## src/rtl/ffpipe_pkg.sv

```systemverilog
package ffpipe_pkg;
   // Phase sequence within one instruction cycle
   typedef enum logic [1:0] {
      PH_ONE,
      PH_TWO,
      PH_THREE,
      PH_FOUR
   } ffpipe_phase_type;

   localparam int unsigned PHASES_PER_CYCLE = 4;
   localparam int unsigned STARTUP_WAIT_TSYS = 1024;
   localparam int unsigned STARTUP_WAIT_CYCLES = STARTUP_WAIT_TSYS;
   localparam int unsigned PC_WIDTH_DEFAULT = 12;
   localparam int unsigned INST_WIDTH_DEFAULT = 15;
   localparam logic [11:0] PC_RESET_VALUE = 12'h000;
   localparam int unsigned SYNC_STAGES = 3;
endpackage : ffpipe_pkg

```

## src/rtl/ffpipe_core.sv

```systemverilog
module ffpipe_core #(
   parameter int unsigned PC_WIDTH = ffpipe_pkg::PC_WIDTH_DEFAULT,
   parameter int unsigned INST_WIDTH = ffpipe_pkg::INST_WIDTH_DEFAULT,
   parameter int unsigned STARTUP_CYCLES = ffpipe_pkg::STARTUP_WAIT_CYCLES
) (
   // Clock and reset
   input wire logic sys_clk,
   input wire logic nrst,
   // Program memory
   output logic [PC_WIDTH-1:0] fetch_addr,
   output logic fetch_strobe,
   input wire logic [INST_WIDTH-1:0] fetch_data,
   // Execute unit
   output logic [INST_WIDTH-1:0] exec_inst,
   output logic exec_valid,
   output logic exec_start,
   output logic [1:0] exec_phase,
   input wire logic exec_branch,
   input wire logic [PC_WIDTH-1:0] exec_target,
   input wire logic halt_req,
   // Power state
   input wire logic wake_pin,
   output logic halted,
   // Oscillator option
   input wire logic rc_osc_sel,
   output logic oscillator_output_pin,
   output logic phase_one_clock,
   output logic decode_execute_phases
);
   // Refuse widths the logic cannot serve: the address port is at most 16 bits
   // and the start-up counter needs at least one clock
   if (PC_WIDTH < 1 || PC_WIDTH > 16) begin : g_pc_width_chk
      $error("PC_WIDTH out of range");
   end
   if (INST_WIDTH < 1) begin : g_inst_width_chk
      $error("INST_WIDTH out of range");
   end
   if (STARTUP_CYCLES < 1) begin : g_startup_chk
      $error("STARTUP_CYCLES out of range");
   end

   // Counter wide enough for the full start-up wait
   localparam int unsigned CW = $clog2(STARTUP_CYCLES + 1);

   typedef enum logic [1:0] {
      ST_RUN,
      ST_HALT,
      ST_WAIT
   } ffpipe_run_type;

   ffpipe_pkg::ffpipe_phase_type phase;
   logic last_phase;
   logic run_r;
   ffpipe_run_type state_r;
   logic [CW-1:0] wait_cnt_r;
   logic [PC_WIDTH-1:0] pc_r;
   logic [INST_WIDTH-1:0] prefetch_r;
   logic prefetch_valid_r;
   logic [INST_WIDTH-1:0] exec_inst_r;
   logic exec_valid_r;
   logic halted_r;
   logic take_branch;
   logic [2:0] wake_sync_r;
   logic wake_seen;
   logic fetch_strobe_r;
   logic [PC_WIDTH-1:0] fetch_addr_r;
   logic osc_r;
   logic t1_r;
   logic dx_r;
   logic start_r;
   logic [1:0] phase_out_r;

   ffpipe_phase_gen u_phase (
      .sys_clk(sys_clk),
      .nrst(nrst),
      .run(run_r),
      .phase(phase),
      .last_phase(last_phase)
   );

   // Phase test shared by the registered views; a frozen generator counts as no phase
   function automatic logic phase_is(
      input logic running,
      input ffpipe_pkg::ffpipe_phase_type now,
      input ffpipe_pkg::ffpipe_phase_type want
   );
      return running && (now == want);
   endfunction : phase_is

   // Branch taken at the end of a valid execute cycle
   assign take_branch = run_r && last_phase && exec_valid_r && exec_branch;

   // Wake pin crosses in from outside: change counted when stages two and three agree
   // A wake pulse sampled at only one clock edge never shows in both stages and is ignored
   always_ff @(posedge sys_clk) begin
      if (!nrst) begin
         wake_sync_r <= 3'h0;
      end else begin
         wake_sync_r <= {wake_sync_r[1:0], wake_pin};
      end
   end
   assign wake_seen = wake_sync_r[1] & wake_sync_r[2];

   // Halt and start-up wait
   always_ff @(posedge sys_clk) begin
      if (!nrst) begin
         state_r <= ST_RUN;
         run_r <= 1'b1;
         wait_cnt_r <= '0;
      end else begin
         unique case (state_r)
            // Halt lands only at a cycle end so the phases restart at one
            ST_RUN: begin
               if (halt_req && exec_valid_r && last_phase) begin
                  state_r <= ST_HALT;
                  run_r <= 1'b0;
               end
            end
            // Phases stay frozen at one; nothing is fetched until the wake settles
            ST_HALT: begin
               if (wake_seen) begin
                  state_r <= ST_WAIT;
                  wait_cnt_r <= CW'(STARTUP_CYCLES - 1);
               end
            end
            // Loaded with one less so execution resumes after exactly STARTUP_CYCLES clocks
            ST_WAIT: begin
               if (wait_cnt_r == '0) begin
                  state_r <= ST_RUN;
                  run_r <= 1'b1;
               end else begin
                  wait_cnt_r <= wait_cnt_r - CW'(1);
               end
            end
            // An unused code falls back to running
            default: begin
               state_r <= ST_RUN;
               run_r <= 1'b1;
            end
         endcase
      end
   end

   // Fetch in phase one; prefetched word is promoted at cycle end
   always_ff @(posedge sys_clk) begin
      if (!nrst) begin
         pc_r <= PC_WIDTH'(ffpipe_pkg::PC_RESET_VALUE);
         prefetch_r <= '0;
         prefetch_valid_r <= 1'b0;
         exec_inst_r <= '0;
         exec_valid_r <= 1'b0;
      end else if (run_r) begin
         // Increment and fetch share phase one so the word matches the address just left
         if (phase == ffpipe_pkg::PH_ONE) begin
            prefetch_r <= fetch_data;
            prefetch_valid_r <= 1'b1;
            pc_r <= pc_r + PC_WIDTH'(1);
         end
         if (take_branch) begin
            // The target is known at this cycle end, so the next cycle is the single dummy
            // one: its phase one fetches the target while the sequential prefetch is dropped
            // The dropped prefetch needs no clearing: the dummy phase one overwrites it
            pc_r <= exec_target;
            exec_valid_r <= 1'b0;
         end else if (last_phase) begin
            // Promotion at the cycle end keeps exec_inst standing for a whole cycle
            exec_inst_r <= prefetch_r;
            exec_valid_r <= prefetch_valid_r;
         end
      end
   end

   // Registered views of the phase and fetch for outputs
   always_ff @(posedge sys_clk) begin
      if (!nrst) begin
         fetch_strobe_r <= 1'b0;
         fetch_addr_r <= '0;
         t1_r <= 1'b0;
         dx_r <= 1'b0;
         osc_r <= 1'b0;
         start_r <= 1'b0;
         phase_out_r <= 2'h0;
         halted_r <= 1'b0;
      end else begin
         fetch_strobe_r <= phase_is(run_r, phase, ffpipe_pkg::PH_ONE);
         // Memory must already see the target in the phase one after a taken branch
         fetch_addr_r <= take_branch ? exec_target : pc_r;
         t1_r <= phase_is(run_r, phase, ffpipe_pkg::PH_ONE);
         dx_r <= run_r && phase != ffpipe_pkg::PH_ONE;
         // Pin stays low when the crystal option is chosen
         osc_r <= rc_osc_sel && phase_is(run_r, phase, ffpipe_pkg::PH_ONE);
         start_r <= exec_valid_r && phase_is(run_r, phase, ffpipe_pkg::PH_TWO);
         phase_out_r <= phase;
         // Lags run by one clock like the other registered views
         halted_r <= ~run_r;
      end
   end

   // Registered outputs other than exec_inst and exec_valid lag internal phase by one clock
   assign fetch_addr = fetch_addr_r;
   assign fetch_strobe = fetch_strobe_r;
   assign exec_inst = exec_inst_r;
   assign exec_valid = exec_valid_r;
   assign exec_start = start_r;
   assign exec_phase = phase_out_r;
   assign halted = halted_r;
   assign oscillator_output_pin = osc_r;
   assign phase_one_clock = t1_r;
   assign decode_execute_phases = dx_r;
endmodule : ffpipe_core

```

## src/rtl/ffpipe_phase_gen.sv

```systemverilog
// Four-phase generator; advances only while run is high
module ffpipe_phase_gen (
   // Clock and reset
   input wire logic sys_clk,
   input wire logic nrst,
   // Control
   input wire logic run,
   // Phase state
   output ffpipe_pkg::ffpipe_phase_type phase,
   output logic last_phase
);
   ffpipe_pkg::ffpipe_phase_type phase_r;

   always_ff @(posedge sys_clk) begin
      if (!nrst) begin
         phase_r <= ffpipe_pkg::PH_ONE;
      end else if (!run) begin
         phase_r <= ffpipe_pkg::PH_ONE;
      end else begin
         unique case (phase_r)
            ffpipe_pkg::PH_ONE: phase_r <= ffpipe_pkg::PH_TWO;
            ffpipe_pkg::PH_TWO: phase_r <= ffpipe_pkg::PH_THREE;
            ffpipe_pkg::PH_THREE: phase_r <= ffpipe_pkg::PH_FOUR;
            ffpipe_pkg::PH_FOUR: phase_r <= ffpipe_pkg::PH_ONE;
         endcase
      end
   end

   assign phase = phase_r;
   assign last_phase = (phase_r == ffpipe_pkg::PH_FOUR);
endmodule : ffpipe_phase_gen

```

## config.mk

```make
export PLATFORM = sky130hd
export DESIGN_NAME = ffpipe_core
export DESIGN_NICKNAME = d
export VERILOG_FILES = /design/src/rtl/ffpipe_pkg.sv /design/src/rtl/ffpipe_core.sv /design/src/rtl/ffpipe_phase_gen.sv
export SDC_FILE = /design/constraint.sdc
export NUM_CORES = 1
export LEC_CHECK = 0
export ABC_CLOCK_PERIOD_IN_PS = 1900
export BUFFER_PORTS_ARGS = -buffer_cell sky130_fd_sc_hd__buf_4
export CORE_MARGIN = 1.5
export CORE_UTILIZATION = 30
export DETAILED_ROUTE_END_ITERATION = 10
export GPL_ROUTABILITY_DRIVEN = 0
export HOLD_SLACK_MARGIN = 0.12
export PLACE_DENSITY_LB_ADDON = 0.25
export SLEW_MARGIN = 30
export SYNTH_ARGS = -nofsm -noshare
export SYNTH_HDL_FRONTEND = slang
export SYNTH_SLANG_ARGS = --single-unit
```

## constraint.sdc

```tcl
create_clock -name sys_clk -period 1.9 [get_ports sys_clk]
set_input_delay 0.475 -clock sys_clk [delete_from_list [all_inputs] [get_ports sys_clk]]
set_output_delay 0.475 -clock sys_clk [all_outputs]
set_load 0.1 [all_outputs]
```

---- Word level (Yosys, flattened, before mapping) ----
Cells that the tools add are included.
operators by class
  $lt $le $gt $ge ......................... 0
  div/mod/pow operators ................... 0
  multiply operators ...................... 0
  add/sub/neg operators ................... 2
  bitwise logic cells ..................... 4
  shifts and indexed selects .............. 0
  equal/unequal tests ..................... 9
  reductions and logical operators ........ 25
  multiplexer cells ....................... 16
operators with widths
  kind                                                                    count
  12-bit two-way mux                                                      3
  11-bit two-way mux                                                      2
  11-bit one-hot mux with 2 select lines                                  1
  12-bit by 1-bit adder with 12-bit output (second input constant)        1
  3-bit AND reduction                                                     4
  11-bit zero test                                                        1
  11-bit by 1-bit subtractor with 11-bit output (second input constant)   1
  1-bit logical AND                                                       10
  2-bit inequality test (second input constant)                           4
  2-bit one-hot mux with 4 select lines                                   1
  2-bit AND reduction                                                     4
  2-bit nonzero test                                                      4
  2-bit equality test (second input constant)                             3
  2-bit two-way mux                                                       3
  2-bit one-hot mux with 3 select lines                                   1
  2-bit by 1-bit equality test with 1-bit output (second input constant)  2
  2-bit zero test                                                         2
  1-bit two-way mux                                                       4
  1-bit inverter                                                          3
  1-bit one-hot mux with 3 select lines                                   1
  1-bit bitwise AND                                                       1
storage, ports and cells
  RAM bits ................................ 0
  bits in latches ......................... 0
  bits in registers ....................... 82
  memory bits (read-only) ................. 0
  memories ................................ 0
  output and inout bits ................... 36
  word-level logic and storage cells ...... 73

---- Logic depth before layout (Yosys ltp) ----
Gate-level depths: netlist (run 1).
  depth after elaboration ................. 6
  gate-level depth with buffers ........... 7
  mapped depth without buffers ............ 6

---- Modules after synthesis ----
From an unflattened synthesis (run 1), not the netlist that was laid out.
unflattened totals
  cells, all modules ...................... 383
  area, all modules ....................... 3195.6 um2
modules (own cells, without submodules)
  module            area each (um2)  times used  cells each
  ffpipe_core       3094.2           1           374
  ffpipe_phase_gen  101.3            1           9

---- Least setup slack after synthesis (run 1) ----
Ideal clock, no wire load.
  path kind ............................... register to register
  start point ............................. register exec_valid_r (netlist: exec_valid)
  end point ............................... register pc_r[10]
  setup time .............................. 0.132 ns
  cell stages (with the launch flop) ...... 5
  clock period less this slack ............ 1.964 ns
  data required time ...................... 1.768 ns
  slack ................................... -0.064 ns
  arrival time ............................ 1.832 ns
  cell sequence ........................... dfxtp_1 > nand4_1 > clkbuf_1 > o21ai_0 > a21oi_1
on the way
  word-level cells in the longest chain between the ends .. 4
ends and longest elaborated chain
  what                               line                RTL
  from (decl)                        ffpipe_core.sv:60   logic exec_valid_r;
  from (signal assigned)             ffpipe_core.sv:168  exec_valid_r <= prefetch_valid_r;
  1-bit logical AND * (2 in series)  ffpipe_core.sv:91   assign take_branch = run_r && last_phase && exec_valid_r && exec_branch;
  2-bit nonzero test (no line)       n/a
  2-bit AND reduction (no line)      n/a
  to (signal assigned)               ffpipe_core.sv:147  pc_r <= PC_WIDTH'(ffpipe_pkg::PC_RESET_VALUE);
  to (signal assigned)               ffpipe_core.sv:157  pc_r <= pc_r + PC_WIDTH'(1);
  to (signal assigned)               ffpipe_core.sv:163  pc_r <= exec_target;
  to (decl)                          ffpipe_core.sv:56   logic [PC_WIDTH-1:0] pc_r;
Mark *: on every way between the ends. The rest lies on a longest branch, timed or not.
A chain may end at the register's enable or synchronous reset.

---- Final worst setup path (run 1) ----
  start point ............................. register wait_cnt_r[0]
  end point ............................... register wait_cnt_r[9]
on the way
  word-level cells in the longest chain between the ends .. 3
ends and longest elaborated chain
  what                                                                               line                                    RTL
  from (decl)                                                                        ffpipe_core.sv:55                       logic [CW-1:0] wait_cnt_r;
  from (signal assigned)                                                             ffpipe_core.sv:123                      wait_cnt_r <= CW'(STARTUP_CYCLES - 1);
  from (signal assigned)                                                             ffpipe_core.sv:132                      wait_cnt_r <= wait_cnt_r - CW'(1);
  11-bit by 1-bit subtractor with 11-bit output or 11-bit zero test (tied branches)  ffpipe_core.sv:132, ffpipe_core.sv:128
  11-bit two-way mux or 2-bit inequality test (tied branches)                        n/a
  11-bit one-hot mux with 2 select lines or 3-bit AND reduction (tied branches)      n/a
Several ways; a longest one is shown, not always the timed one. The select of a mux whose other input is x is not followed.

==> flow_summary.toml, run 1 <==
[layout]
final_common_cell = "nand2_1"
antenna_cells = 0
layout_common_cells = "98 x nand2_1, 86 x buf_4, 80 x dfxtp_1"
syn_to_final_growth_pct = 29.9
layout.nets = 500
drive_gt1_share_pct = 22.8

[hold_path]
holdCritPathClass = "input port to flip-flop"
holdPathStages = 2
whs_endpoint = "wake_sync_r[0]"
hold_start = "wake_pin"

[clock_network]
clkLatencyLatePin_ns = 0.35
clk_pin_slew_ns = 0.07
h-tree-depth = 3
cts_tree = "yes"
cts-root-buf = "clkbuf_8"
post_cts_buffers = 0
cts_resized = 0
hold_buffers = 0
numCtsBuffers = 9
cts_sinks = 82
clock_path_buffers = 2

[routing]
drtIter0Drc = 78
drtPass1Iterations = 4
wire_per_inst_um = 12.7
vias = 2837
vias_per_cell = 4.72
drc = 0
wl_um = 7650
ant_nets = 0

[worst_setup_path]
crit_path_end_kind = "flip-flop"
critPathBufInv = 0
r2r_cells = 4
critical_path.max_stage_delay_ns = 0.52
cp_slowest_cell = "or4b_4"
crit_chain = "or4b_4 -> or4_4 -> o21a_1 -> o31a_1"
critical_path_class = "flip-flop to flip-flop"
cp.arrival_ns = 2.09
regToRegSetupSlack_ns = 0.04
startpoint_type = "flip-flop"
critPathRequiredTime_ns = 2.14
crit_family = "simple AND/OR/NAND/NOR gates"
r2r_end = "wait_cnt_r[9]"
r2r-start = "wait_cnt_r[0]"
path_max_fanout = 4

[floorplanning]
std_cell_rows = 37
initial_core_util_pct = 30.9
io_pins = 69
die_w_um = 106
core_um2 = 10300
die-area_um2 = 11300
fp.dieH_um = 106

[grt]
grt_pass1_vias = 2665
grt-ovfl-total = 0
busiest_layer = "met2"
met2_usage_pct = 21.7
grt_pass1_wl_um = 12700
antenna_found_initial = 0
use_met1_pct = 18.4
grt_util_met3_pct = 3.07
grt_start_max_net_pins = 47
grt_usage_pct = 14.1

[sta]
max_slew_margin_pct = 67.4
fin_crit_ns = 1.86
drv_slew = 0
finalCritPeriodShare_pct = 97.9
worst_pin_slew_ns = 0.477
skew_ns = 0.0111
hold_viol_final = 0
setup_violations = 0
rsz0062_at_grt = "no"
fmax_mhz = 538
holdWs_ns = 0.333
setup_tns_ns = 0

[synthesis]
synth_fp_nets = 424
synth.cell_area_um2 = 3190
synth_seq_cells = 82
synthFlopType = "dfxtp_1"
ys_top_cells_by_area = "dfxtp_1 51%, nand2_1 12%, a21oi_1 9.2%, ha_1 2.7%, nor2_1 2.4%"
synthArstFlopShare_pct = 0
synth_top_area_share_pct = 51.4
synth-warning-count = 0
synthCells = 384
synth_edf_count = 0
syn_area_per_cell_um2 = 8.32
synth.yosys.seq_area_share_pct = 51.4
yosysUniqueCellTypes = 38
synth_top_area_cell = "dfxtp_1"

[place]
hpwlAfterDp_um = 5230
port_buffers = 68

[power_and_ir_drop]
cellPowerDensity_nw_per_um2 = 1070
leakagePower_nw = 1.61
peakVddDrop_mv = 0.661

[outcome]
status = "completed"

[job]
drv_cap = 0
synthesized netlist by cell type (all sizes together) (2+ instances only):
library cell and instances:
xor2 3, inv 7, o21a 4, nand4 7
nor3 15, nor2 20, a21oi 59, and3 4
or3 4, a311oi 2, dfxtp 82, xnor2 8
nor3b 2, o31a 4, nand2 98, a211oi 5
nor4 3, or4 2, buf 2, o21ai 9
ha 7, clkbuf 19, nand3 4, and2 4
final cells by class:
cell class / count / area [µm²]
repair buffers: 86 / 646
clock buffers: 12 / 145
multi-input cells: 273 / 1440
inverters: 8 / 30.0
well taps: 136 / 170
clock inverters: 4 / 75.1
flip-flops and latches: 82 / 1640
fillers: 1079 / 6170
state kept, by name, indices dropped and copies added (netlist names), 2 cells and up:
register and flops:
wake_sync_r 3, fetch_addr 12, exec_inst 15, state_r 2, exec_phase 2, u_phase.phase 2, pc_r 12, prefetch_r 15
wait_cnt_r 11
where the power goes:
part	internal [W]	switching, W	leakage, nW
combinational	0.000301	0.000775	0.835
sequential	0.00188	0.000103	0.668
clock	0.000778	0.000625	0.103
total	0.00296	0.00150	1.61
worst max-delay path by stage:
stage	start	end	slack (ns)	cells after the start
2_1_floorplan	wait_cnt_r[2]	wait_cnt_r[7]	0.06	5
3_3_place_gp	wait_cnt_r[0]	wait_cnt_r[7]	0.09	4
3_5_place_dp	wait_cnt_r[0]	wait_cnt_r[9]	0.05	4
4_1_cts	wait_cnt_r[0]	wait_cnt_r[9]	0.04	4
5_1_grt	wait_cnt_r[0]	wait_cnt_r[9]	0.002	4
6_report	wait_cnt_r[0]	wait_cnt_r[9]	0.04	4
routing by layer:
layer	wire [µm]	vias up
met4	203	0
met3	432	14
met1	3590	1306
met5	0	-
met2	3430	58
li1	-	1459
cells by family (layout without fill, tap and decap cells):
group                    Yosys count  in the layout  synth area share, %
AO/OA/AOI/OAI                     88             88                 15.7
XOR/XNOR                          11             11                 3.02
flip-flops                        82             82                 51.4
adder cells (fa/ha/maj)            7              7                 2.74
AND/OR/NAND/NOR                  167            167                 23.6
buffers and inverters             29            110                 3.56
through the flow:
stage	instances	worst slack [ns]	total power, W	util, %	area (µm²)
global placement	585	0.0867	0.00309	38.0	3930
global route	601	0.00221	0.00470	40.2	4150
floorplan	384	0.0580	0.00280	-	3200
detailed placement	585	0.0462	0.00311	38.0	3930
CTS	601	0.0358	0.00452	40.2	4150
finish	601	0.0406	0.00446	40.2	4150
(Power assumes the default switching activity.)
==> run 2, diff against run 1 <==
--- a/config.mk
+++ b/config.mk
@@ -7,6 +7,8 @@
 export LEC_CHECK = 0
 export ABC_CLOCK_PERIOD_IN_PS = 1900
 export BUFFER_PORTS_ARGS = -buffer_cell sky130_fd_sc_hd__buf_4
+export CELL_PAD_IN_SITES_DETAIL_PLACEMENT = 1
+export CELL_PAD_IN_SITES_GLOBAL_PLACEMENT = 1
 export CORE_MARGIN = 1.5
 export CORE_UTILIZATION = 30
 export DETAILED_ROUTE_END_ITERATION = 10
==> run 2 against run 1 <==
Against the previous run:
- clock-buffer cell count fell by 2
- register-to-register slack barely moved
- non-clock buffer count rose by 2
- via count rose by 1.1%
- sequential share of layout area fell by 0.47 points
- die area did not move
- critical endpoint unchanged
- highest routed layer unchanged
==> flow_summary.toml, run 2 (synthesis gave the netlist of run 1 again) <==
[outcome]
status = "completed"

[floorplanning]
initial_core_util_pct = 30.9
die-area_um2 = 11300
core_um2 = 10300
std_cell_rows = 37
fp.dieH_um = 106
io_pins = 69
die_w_um = 106

[worst_setup_path]
critical_path_class = "flip-flop to flip-flop"
critPathRequiredTime_ns = 2.15
startpoint_type = "flip-flop"
r2r-start = "state_r[0]"
critPathBufInv = 0
crit_family = "simple AND/OR/NAND/NOR gates"
crit_chain = "or4b_4 -> or4_4 -> o21a_1 -> o31a_1"
critical_path.max_stage_delay_ns = 0.53
cp_num_cells = 4
r2r_cells = 4
crit_path_end_kind = "flip-flop"
cp.arrival_ns = 2.11
cp_slowest_cell = "or4b_4"
r2r_end = "wait_cnt_r[9]"
regToRegSetupSlack_ns = 0.04
path_max_fanout = 4

[grt]
antenna_found_initial = 0
grt_usage_pct = 15.6
grt_pass1_wl_um = 13900
met2_usage_pct = 26.1
grt-ovfl-total = 0
busiest_layer = "met2"
grt_util_met3_pct = 4.29
grt_pass1_vias = 2902
grt_start_max_net_pins = 54
use_met1_pct = 19.3

[layout]
syn_to_final_growth_pct = 31.5
fillers = 1245
final_util_pct = 40.7
final_common_cell = "nand2_1"
layout.nets = 502
drive_gt1_share_pct = 23.8
layout_common_cells = "98 x nand2_1, 86 x buf_4, 79 x dfxtp_1"
antenna_cells = 0

[power_and_ir_drop]
switchingPower_w = 0.00159
peakVddDrop_mv = 0.771
p_clk_share_pct = 32.2
pwr-share-comb_pct = 24.3
p_int_w = 0.00298
switching_share_pct = 34.7
leakagePower_nw = 1.64
seqPwrFrac_pct = 43.4
p_total_w = 0.00457
cellPowerDensity_nw_per_um2 = 1090

[hold_path]
hold_start = "wake_pin"
holdPathStages = 2
holdCritPathClass = "input port to flip-flop"
whs_endpoint = "wake_sync_r[0]"

[sta]
finalCritPeriodShare_pct = 98.0
worst_pin_slew_ns = 0.506
setup_tns_ns = 0
max_slew_margin_pct = 65.4
fin_crit_ns = 1.86
rsz0062_at_grt = "yes"
worst_slack_ns = 0.0385
hold_viol_final = 0
setup_violations = 0
skew_ns = 0.0118
holdWs_ns = 0.320
fmax_mhz = 537
drv_slew = 0

[clock_network]
clkLatencyLatePin_ns = 0.37
cts-root-buf = "clkbuf_8"
cts_tree = "yes"
hold_buffers = 0
clk_pin_slew_ns = 0.09
cts_sinks = 82
h-tree-depth = 3
numCtsBuffers = 9
clock_path_buffers = 2

[routing]
drtIter0Drc = 73
drtPass1Iterations = 4
ant_nets = 0
vias_per_cell = 4.76
drc = 0
wire_per_inst_um = 14.0
vias = 2869
wl_um = 8430

[place]
hpwlAfterDp_um = 5800
port_buffers = 68
post-place-ws_ns = 0.0451

[job]
drv_cap = 0
-- run 2: through the flow --
stage,cell area [µm²],cells
after global placement,3970,587
after global routing,4200,603
after detailed placement,3970,587
final,4200,603
after CTS,4200,603
after floorplan,3200,384
-- run 2: layout make-up --
cell class              count  area (µm²)  area share, %
clock buffers              10         138           3.28
clock inverters             6        93.8           2.23
inverters                   8        30.0          0.715
multi-input cells         273        1440           34.2
flip-flops and latches     82        1650           39.2
well taps                 136         170           4.05
repair buffers             88         686           16.3
-- run 2: how the worst max path moves through the flow --
| stage | startpoint | endpoint | slack (ns) |
|---|---|---|---|
| final | state_r[0] | wait_cnt_r[9] | 0.04 |
| after global routing | state_r[0] | wait_cnt_r[7] | -0.002 |
| after CTS | wait_cnt_r[0] | wait_cnt_r[9] | 0.03 |
| after detailed placement | wait_cnt_r[0] | wait_cnt_r[9] | 0.05 |
| after global placement | wait_cnt_r[0] | wait_cnt_r[9] | 0.09 |
| after floorplan | wait_cnt_r[2] | wait_cnt_r[7] | 0.06 |
-- run 2: power groups by stage --
| stage | clock, W | sequential (W) | combinational [W] |
|---|---|---|---|
| global route | 0.00159 | 0.00201 | 0.00121 |
| detailed placement | 0 | 0.00202 | 0.00112 |
| floorplan | 0 | 0.00235 | 0.000450 |
| CTS | 0.00151 | 0.00199 | 0.00113 |
| global placement | 0 | 0.00202 | 0.00110 |
| finish | 0.00147 | 0.00199 | 0.00111 |
-- run 2: repair_timing --
item                                    in CTS  in global routing
gates resized for setup                      0                  2
hold endpoints to repair                     0                  0
setup buffers                                0                  0
endpoints found under the setup margin       0                  1
-- run 2: per-layer routing --
| layer | wire, µm | share of wire [%] |
|---|---|---|
| met4 | 121 | 1.4 |
| met3 | 339 | 4.0 |
| met5 | 0 | 0 |
| met2 | 3950 | 47 |
| met1 | 4020 | 48 |
